### src/inc/bhm_consts.vh
`ifndef BHM_CONSTS_VH
`define BHM_CONSTS_VH
`define BHM_OPND_W      8
`define BHM_PROD_W      16
`define BHM_HI_MSB      15
`define BHM_HI_LSB      8
`define BHM_LO_MSB      7
`define BHM_LO_LSB      0
`define BHM_FLAG_W      8
`define BHM_BYTE_RST    8'h00
`define BHM_SEL_HI      1'b1
`define BHM_SEL_LO      1'b0
`define BHM_ST_IDLE     2'h1
`define BHM_ST_DONE     2'h2
`endif

### src/logic/bhm_multiplier.v
// Functional notes
// RULE1 - Both 8-bit operands are unsigned; full 16-bit product, never truncated.
// RULE2 - Multiply completes in one instruction cycle; next instruction sees product.
// RULE3 - Product high byte goes to high register, low byte to low register.
// RULE4 - Multiply never changes any ALU status flag.
// RULE5 - Operands come from working register and the named file register.
// RULE6 - Software builds signed products by subtracting operands from high byte.
// RULE7 - Multiply changes nothing except the product register pair.
`timescale 1ns/1ps
`include "bhm_consts.vh"

module bhm_multiplier (
  input  wire                     i_clk,
  input  wire                     i_rst_n,
  input  wire                     i_mul_go,
  input  wire [`BHM_OPND_W-1:0]   i_working_register,
  input  wire [`BHM_OPND_W-1:0]   i_file_operand,
  input  wire                     i_prod_hi_wr,
  input  wire                     i_prod_lo_wr,
  input  wire [`BHM_OPND_W-1:0]   i_prod_wr_data,
  input  wire [`BHM_FLAG_W-1:0]   i_alu_flag_register,
  output reg  [`BHM_OPND_W-1:0]   o_product_high_byte,
  output reg  [`BHM_OPND_W-1:0]   o_product_low_byte,
  output wire [`BHM_FLAG_W-1:0]   o_alu_flag_register,
  output wire [`BHM_OPND_W-1:0]   o_working_register,
  output wire [`BHM_OPND_W-1:0]   o_file_operand,
  output reg                      o_mul_done
);

  localparam [1:0] ST_IDLE = `BHM_ST_IDLE;
  localparam [1:0] ST_DONE = `BHM_ST_DONE;
  localparam       ACC_W   = `BHM_PROD_W * (`BHM_OPND_W + 1);

  wire [`BHM_PROD_W-1:0] prod_full;
  wire [ACC_W-1:0]       acc_flat;
  wire [`BHM_OPND_W-1:0] high_byte_d;
  wire [`BHM_OPND_W-1:0] low_byte_d;
  reg  [1:0]             state_q;
  reg  [1:0]             state_d;
  reg                    done_d;

  // Each row adds a shifted copy of the working register when its bit of
  // the file operand is set; rows of zeros keep the adder chain uniform.
  function [`BHM_PROD_W-1:0] row_addend;
    input [`BHM_OPND_W-1:0] multiplicand;
    input                   select;
    input integer           shift;
    reg   [`BHM_PROD_W-1:0] wide;
    begin
      wide = {{`BHM_OPND_W{1'b0}}, multiplicand};
      if (select) begin
        row_addend = wide << shift;
      end else begin
        row_addend = {`BHM_PROD_W{1'b0}};
      end
    end
  endfunction

  // Picks one half of a product word for its byte register.
  function [`BHM_OPND_W-1:0] product_half;
    input [`BHM_PROD_W-1:0] word;
    input                   upper;
    begin
      if (upper) begin
        product_half = word[`BHM_HI_MSB:`BHM_HI_LSB];
      end else begin
        product_half = word[`BHM_LO_MSB:`BHM_LO_LSB];
      end
    end
  endfunction

  // A multiply wins over a direct byte write in the same cycle, since the
  // core cannot issue both and the product must not be torn.
  function [`BHM_OPND_W-1:0] byte_next;
    input [`BHM_OPND_W-1:0] current;
    input [`BHM_OPND_W-1:0] from_mul;
    input                   mul_go;
    input                   wr_en;
    input [`BHM_OPND_W-1:0] wr_data;
    begin
      if (mul_go) begin
        byte_next = from_mul;
      end else if (wr_en) begin
        byte_next = wr_data;
      end else begin
        byte_next = current;
      end
    end
  endfunction

  // Full-adder cell, shared by every column of every row.
  function fa_sum;
    input a;
    input b;
    input c;
    begin
      fa_sum = a ^ b ^ c;
    end
  endfunction

  function fa_carry;
    input a;
    input b;
    input c;
    begin
      fa_carry = (a & b) | (a & c) | (b & c);
    end
  endfunction

  // A purely combinational array keeps the whole multiply inside one
  // instruction cycle; the cost is a long ripple path through the rows.
  assign acc_flat[`BHM_PROD_W-1:0] = {`BHM_PROD_W{1'b0}};

  genvar row;
  genvar col;
  generate
    for (row = 0; row < `BHM_OPND_W; row = row + 1) begin : g_row
      wire [`BHM_PROD_W-1:0] addend;
      wire [`BHM_PROD_W-1:0] part;
      wire [`BHM_PROD_W-1:0] sum;
      wire [`BHM_PROD_W:0]   carry;

      assign addend   = row_addend(i_working_register,
                                   i_file_operand[row],
                                   row); // RULE1 RULE5
      assign part     = acc_flat[row*`BHM_PROD_W +: `BHM_PROD_W];
      assign carry[0] = 1'b0;

      for (col = 0; col < `BHM_PROD_W; col = col + 1) begin : g_col
        assign sum[col]     = fa_sum(part[col],
                                     addend[col],
                                     carry[col]);
        assign carry[col+1] = fa_carry(part[col],
                                       addend[col],
                                       carry[col]);
      end

      assign acc_flat[(row+1)*`BHM_PROD_W +: `BHM_PROD_W] = sum;
    end
  endgenerate

  // The top carry of every row stays clear: an unsigned 8 by 8 product
  // always fits in 16 bits, so nothing is lost by dropping it.
  assign prod_full =
    acc_flat[`BHM_OPND_W*`BHM_PROD_W +: `BHM_PROD_W]; // RULE1

  assign high_byte_d = byte_next(o_product_high_byte,
                                 product_half(prod_full, `BHM_SEL_HI),
                                 i_mul_go,
                                 i_prod_hi_wr,
                                 i_prod_wr_data); // RULE3
  assign low_byte_d  = byte_next(o_product_low_byte,
                                 product_half(prod_full, `BHM_SEL_LO),
                                 i_mul_go,
                                 i_prod_lo_wr,
                                 i_prod_wr_data); // RULE3

  // The product is unsigned only. Software corrects the high byte for
  // signed operands through the direct byte writes, so those writes must
  // stay open to the core even though the multiplier never needs them.
  // A write in the same cycle as a multiply is dropped without notice.
  // Flags and operands pass straight through; a multiply never rewrites them.
  assign o_alu_flag_register = i_alu_flag_register; // RULE4
  assign o_working_register  = i_working_register; // RULE7
  assign o_file_operand      = i_file_operand; // RULE7

  // The state only mirrors whether the last cycle held a request; it
  // drives no output, and the done flag never reads it.
  always @* begin
    state_d = state_q;
    case (state_q)
      ST_IDLE: begin
        if (i_mul_go) begin
          state_d = ST_DONE;
        end
      end
      ST_DONE: begin
        if (!i_mul_go) begin
          state_d = ST_IDLE;
        end
      end
      default: begin
        state_d = ST_IDLE;
      end
    endcase
  end

  // Every cycle with a request is one multiply, so done simply follows it.
  always @* begin
    done_d = i_mul_go; // RULE2
  end

  always @(posedge i_clk or negedge i_rst_n) begin
    if (!i_rst_n) begin
      state_q    <= ST_IDLE;
      o_mul_done <= 1'b0;
    end else begin
      state_q    <= state_d;
      o_mul_done <= done_d; // RULE2
    end
  end

  // Besides the state and done flag, only the product bytes hold state; flags and operands have none.
  // Each byte has its own process so a write to one cannot touch the other.
  always @(posedge i_clk or negedge i_rst_n) begin
    if (!i_rst_n) begin
      o_product_high_byte <= `BHM_BYTE_RST;
    end else begin
      o_product_high_byte <= high_byte_d; // RULE3
    end
  end

  always @(posedge i_clk or negedge i_rst_n) begin
    if (!i_rst_n) begin
      o_product_low_byte <= `BHM_BYTE_RST;
    end else begin
      o_product_low_byte <= low_byte_d; // RULE3
    end
  end

endmodule

### config.mk
export PLATFORM = sky130hd
export DESIGN_NAME = bhm_multiplier
export DESIGN_NICKNAME = d
export VERILOG_FILES = /design/src/logic/bhm_multiplier.v
export VERILOG_INCLUDE_DIRS = /design/src /design/src/inc
export SDC_FILE = /design/constraint.sdc
export NUM_CORES = 1
export LEC_CHECK = 0
export BUFFER_PORTS_ARGS = -buffer_cell sky130_fd_sc_hd__buf_2
export CORE_MARGIN = 3
export CORE_UTILIZATION = 45
export DETAILED_ROUTE_END_ITERATION = 8
export PLACE_DENSITY = 0.8
export SLEW_MARGIN = 10
export SYNTH_ARGS = -nofsm -noshare
export SYNTH_HDL_FRONTEND = slang
export SYNTH_SLANG_ARGS = --single-unit
### constraint.sdc
create_clock -name i_clk -period 1.85 [get_ports i_clk]
set_input_delay 0.185 -clock i_clk [delete_from_list [all_inputs] [get_ports i_clk]]
set_output_delay 0.185 -clock i_clk [all_outputs]
set_load 0.03 [all_outputs]
==> results of run 1 <==
routing by layer:
metal,part of all wire,wire length (microns)
met3,0.056,260
met5,0,0
met1,0.43,1999
met2,0.51,2348
met4,0.0080,37
cell type report:
class | count | area share
inverter | 15 | 0.01877
clock buffer | 3 | 0.01377
tap | 70 | 0.02920
clock inverter | 1 | 0.001669
timing repair buffer | 79 | 0.1573
multi-input combinational | 159 | 0.6375
sequential | 17 | 0.1418
worst paths after layout:
check                                        from                endpoint  slack (ns)  cells after the start
setup / recovery                i_file_operand[0]  o_product_high_byte[6]       -6.75                     28
hold / removal                  i_prod_wr_data[7]   o_product_low_byte[7]        0.23                      3
setup reg to reg           o_product_high_byte[6]  o_product_high_byte[6]        1.11                      2
hold reg to reg             o_product_low_byte[2]   o_product_low_byte[2]        0.55                      2
max in group asynchronous                 i_rst_n   o_product_low_byte[0]        1.20                      2
min in group asynchronous                 i_rst_n              o_mul_done        0.38                      2
kinds of logic after synthesis:
kind of cell	count (synthesis)
muxes	24
adders and majority gates	56
DFF	17
AOI/OAI and AO/OA	8
and+or+nand+nor	71
buffers and inverters	45
report_power, final:
| group | switching [mW] | internal [mW] |
|---|---|---|
| clock network | 0.119 | 0.149 |
| logic | 1.75 | 1.53 |
| registers | 0.0636 | 0.531 |
flip-flops by register name, indices dropped and copies added (netlist names):
name                 cells
o_product_low_byte       8
o_product_high_byte      8
o_mul_done               1
stage by stage:
step           instance area [sq um]  utilization  total power [mW]  std cells  TNS, ns
2_1_floorplan                   2601            -             3.122        221   -58.13
3_3_place_gp                    2861       0.5498             3.757        337   -61.20
3_5_place_dp                    2861       0.5498             3.890        337   -62.06
4_1_cts                         2983       0.5731             4.236        343   -56.99
5_1_grt                         2999       0.5762             4.703        344   -58.98
6_report                        2999       0.5762             4.148        344   -56.94
worst register-to-register path: stages, from the launching register on:
cell and delay (ns):
dfrtp_1 0.38, mux2i_1 0.14, mux2i_1 0.09
cell usage in the layout (no fill, tap or decap):
cell type / count
fa_2: 37
o21ai_1: 8
inv_2: 10
dfrtp_1: 17
ha_1: 2
clkbuf_8: 3
buf_6: 3
and2_1: 50
and2_4: 2
buf_4: 17
buf_8: 1
fa_1: 11
nand3_1: 1
nand2_1: 18
dlygate4sd3_1: 1
buf_2: 57
inv_1: 5
clkinv_2: 1
mux2i_1: 24
ha_4: 6
what timing repair did:
item,CTS,global route
endpoints found under the setup margin,13,13
pin swaps,11,1
resized for setup,17,3
hold buffers,1,0
endpoints found under the hold margin,17,0
buffers inserted,1,1
==> impl_metrics.ini, run 1 <==
[grt]
grt_pass1_wl_mm = 7.983
grt_usage = 0.1578
grt_util_met2 = 0.2757
grt-busiest-layer = met2
grt_pass1_vias = 1731
antenna_found_initial = 0
grt_max_degree = 26
grt-ovfl-total = 0
use_met3 = 0.02822
grt_util_met1 = 0.2070

[setup_path]
crit_slowest_cell = fa_2
path_class = in2reg
cp.required_ns = 1.97
start_kind = input port
max_stage_delay_ns = 0.58
critical_path_arrival_ns = 8.72
critPathBufInv = 6
worst_path_most_repeated_cell = fa_2
worstPathMaxFanout = 3
end_kind = register
cp_top_family = adder cells

[cts]
cts_max_level = 1
clk_latency_ns = 0.24
cts_inserted_buffers = 3
cts.clk_slew.worst_paths_ns = 0.07
cts_tree = built
clk_path_buf_depth = 2
clock_sinks = 17
clockRootBuffer = clkbuf_8

[yosys]
postSynthCellCount = 221
synthSimpleGateAreaFrac = 0.1613
synth_xor_area_frac = 0
synth_top_family_by_area = adder cells
yosys-top-cells-count = and2_1, fa_1, buf_4, mux2i_1, nand2_1
synth.distinct_cells = 13
synth_area_leader_cell = fa_1
synth_fa_ha_area_frac = 0.4302
synth_top_area_frac = 0.3896
synth.net_count = 314
synth-edff-count = 0
netlist_top_cells_area = fa_1, dfrtp_1, and2_1
synth_compound_area_frac = 0.01624
yosys_warnings = 0
synth_area_sq_mm = 0.002466
syn_area_per_cell_sq_um = 11.16
synthFlopType = dfrtp_1
synth.most_common_cell = and2_1
synth_sequential_area_ratio = 0.1725
muxShareOfSynthArea = 0.09741
async_flop_share = 1.000
ys_ff_latch = 17

[sta]
hold_viol_final = 0
period_minus_slack_ns = 8.604
finalCritPeriodShare = 4.651
finClkSkew_ns = 0
worst_slack_ns = -6.754
relSlewSlack = 0.6648
whs_ns = 0.2301
maxSlewViolCount = 0
rsz0062_at_grt = yes
worst_pin_slew_ns = 0.5027
max_freq_ghz = 0.1162
setup_viol = 13

[placed_design]
gp_congestion = 0.7782
dp_hpwl_mm = 4.148
pre_cts_ws_ns = -7.171
port_buffers = 61

[die]
die_y_microns = 80.03
die_w_microns = 80.03
initial_core_util = 0.4738
die_area_sq_mm = 0.006405
rows = 26
coreArea_sq_mm = 0.005205
ios = 78

[detailed_routing]
initialDrtViolationCount = 59
wl_per_cell_microns = 13.50
postRouteAntennaNets = 0
dr.pass1.iters = 4
drcViolationCount = 0
vias_per_cell = 4.698
wl_mm = 4.645
vias = 1616

[outcome]
status = complete, but fails checks
violations = setup timing

[flow_run]
maxCapViolations = 0

[layout]
multi_input_area_sq_mm = 0.001912
drive_above_1_share = 0.5000
fillers = 439
fin_nets = 368
area_growth_syn_to_layout_pct = 21.61
seqCellArea_sq_um = 425.4
diodes = 0

[min_path]
hold_class = in2reg

[power]
leakagePower_nw = 1.388
pwr_density_cell_mw_per_mm2 = 1383
peakVddDrop_mv = 0.7646
Note: power is estimated with default switching activity, not from simulation.
==> run 2: changes to the inputs <==
--- a/config.mk
+++ b/config.mk
@@ -7,10 +7,10 @@
 export NUM_CORES = 1
 export LEC_CHECK = 0
 export BUFFER_PORTS_ARGS = -buffer_cell sky130_fd_sc_hd__buf_2
-export CORE_MARGIN = 3
+export CORE_ASPECT_RATIO = 2
 export CORE_UTILIZATION = 45
 export DETAILED_ROUTE_END_ITERATION = 8
-export PLACE_DENSITY = 0.8
+export PLACE_DENSITY = 0.83
 export SLEW_MARGIN = 10
 export SYNTH_ARGS = -nofsm -noshare
 export SYNTH_HDL_FRONTEND = slang
==> constraint.sdc (replaced) <==
create_clock -name i_clk -period 7 [get_ports i_clk]
set_input_delay 0.7 -clock i_clk [delete_from_list [all_inputs] [get_ports i_clk]]
set_output_delay 0.7 -clock i_clk [all_outputs]
set_load 0.03 [all_outputs]
==> run 2 against run 1 <==
  * The run still ends with setup timing left
  * Cell area down 4.6%
  * Sequential power is 74% lower
  * Combinational power is 74% lower
  * Total power shrank 74%
  * Final cell count shrank 5.2%
  * First-iteration DRC count decreased by 81%
  * Clock skew unchanged
  * Sequential cell count unchanged
  * Worst setup slack improved by 4.6 ns
  * Critical path depth is the same
  * Critical endpoint unchanged
==> impl_metrics.ini, run 2 (synthesized netlist as in run 1, its figures left out) <==
[layout]
diodes = 0
reg.largest.list = o_product_high_byte x8, o_product_low_byte x8, o_mul_done x1
fin_nets = 362
final_common_cell = buf_2
final-instance-count-excl-fill = 326
layout_common_cells = buf_2, and2_1, fa_2
area_growth_syn_to_layout_pct = 16.03
drive_above_1_share = 0.4627

[cts]
cts_max_level = 1
cts_tree = built
clk_path_buf_depth = 2
clk_latency_ns = 0.26
clockRootBuffer = clkbuf_8
clock_sinks = 17
post_cts_buffers = 0
cts.clk_slew.worst_paths_ns = 0.07
cts_inserted_buffers = 3

[sta]
period_minus_slack_ns = 9.110
finClkSkew_ns = 0
worst_slack_ns = -2.110
worst_pin_slew_ns = 0.4802
hold_viol_final = 0
maxSlewViolCount = 0
finalCritPeriodShare = 1.301
relSlewSlack = 0.6799
max_freq_ghz = 0.1098
rsz0062_at_grt = yes
setup_viol = 7

[grt]
grt-ovfl-total = 0
grt_pass1_wl_mm = 8.066
antenna_found_initial = 0
grt_usage = 0.1935
grt_pass1_vias = 1819
grt_max_degree = 26

[placed_design]
placed_cells = 322
port_buffers = 61
gp_congestion = 0.7989
dp_hpwl_mm = 4.293

[die]
die_area_sq_mm = 0.005798
initial_core_util = 0.4756
die_y_microns = 106.7
die_w_microns = 54.35
rows = 37
ios = 78
coreArea_sq_mm = 0.005185

[detailed_routing]
routed.top_layer = met4
vias_per_cell = 5.095
dr.pass1.iters = 4
drcViolationCount = 0
met3_length_microns = 145
wl_per_cell_microns = 14.82
wl_mm = 4.832
met2_length_mm = 3.035
wl_met1_mm = 1.547
initialDrtViolationCount = 11
postRouteAntennaNets = 0
vias = 1661

[setup_path]
worst_path_most_repeated_cell = fa_2
crit_slowest_cell = fa_2
path_class = in2reg
path_depth = 28
worstPathMaxFanout = 3
critical_path_arrival_ns = 9.24
cp.required_ns = 7.14
start_kind = input port
max_stage_delay_ns = 0.59
end_kind = register
critPathBufInv = 6
cp_top_family = adder cells
reg2regPathDepth = 2

[flow_run]
maxCapViolations = 0

[power]
peakVddDrop_mv = 0.3058
pwr_density_cell_mw_per_mm2 = 376.8
total_power_mw = 1.078
leakagePower_nw = 1.363

[outcome]
status = complete, but fails checks
violations = setup timing

[min_path]
hold_class = in2async
[run 2: cell types whose count changed in the layout (fill, tap and decap cells not counted), sizes merged]
cell / delta
buf: -5
dlygate4sd3: -1
[run 2: metal layers]
| layer | vias to the layer above | GRT usage |
|---|---|---|
| li1 | 760 | - |
| met1 | 859 | 0.1865 |
| met2 | 33 | 0.3780 |
| met3 | 9 | 0.01277 |
| met4 | 0 | 0.08425 |
| met5 | - | 0 |
[run 2: area by class of cell]
cell class,count,area (sq um)
Timing Repair Buffer,73,414.1
Sequential cell,17,425.4
Multi-Input combinational cell,159,1847
Clock inverter,1,5.005
Tap cell,58,72.57
Clock buffer,3,41.29
Inverter,15,56.30
Fill cell,474,2323
[run 2: timing repair]
| item | in CTS | in global routing |
|---|---|---|
| hold buffers | 0 | 0 |
| resized for setup | 15 | 0 |
| endpoints found under the setup margin | 8 | 8 |
| pin swaps | 13 | 1 |
| endpoints found under the hold margin | 0 | 0 |
[run 2: path summary, 6_finish.rpt]
path	from	end	slack [ns]
max	i_file_operand[0]	o_product_high_byte[6]	-2.11
max in group asynchronous	i_rst_n	o_product_high_byte[3]	6.38
max reg2reg	o_product_high_byte[4]	o_product_high_byte[4]	6.23
min	i_rst_n	o_product_high_byte[0]	0.34
min reg2reg	o_product_low_byte[1]	o_product_low_byte[1]	0.55
min in group i_clk	o_product_low_byte[1]	o_product_low_byte[1]	0.55
[run 2: stage by stage]
| step | hold slack (ns) | util | setup WS (ns) | TNS, ns | instance area [sq um] |
|---|---|---|---|---|---|
| after global placement | 0.5308 | 0.5345 | -2.467 | -12.26 | 2771 |
| after global routing | 0.3708 | 0.5519 | -2.310 | -10.77 | 2861 |
| final | 0.3444 | 0.5519 | -2.110 | -9.432 | 2861 |
| after detailed placement | 0.5432 | 0.5345 | -2.570 | -12.85 | 2771 |
| after CTS | 0.3546 | 0.5519 | -2.127 | -9.512 | 2861 |
| after floorplan | 0.4044 | - | -2.233 | -10.36 | 2549 |
[run 2: where the power goes]
part           internal [mW]  switching [mW]
clock network         0.0397          0.0355
logic                  0.384           0.462
registers              0.140          0.0167
total                  0.564           0.514
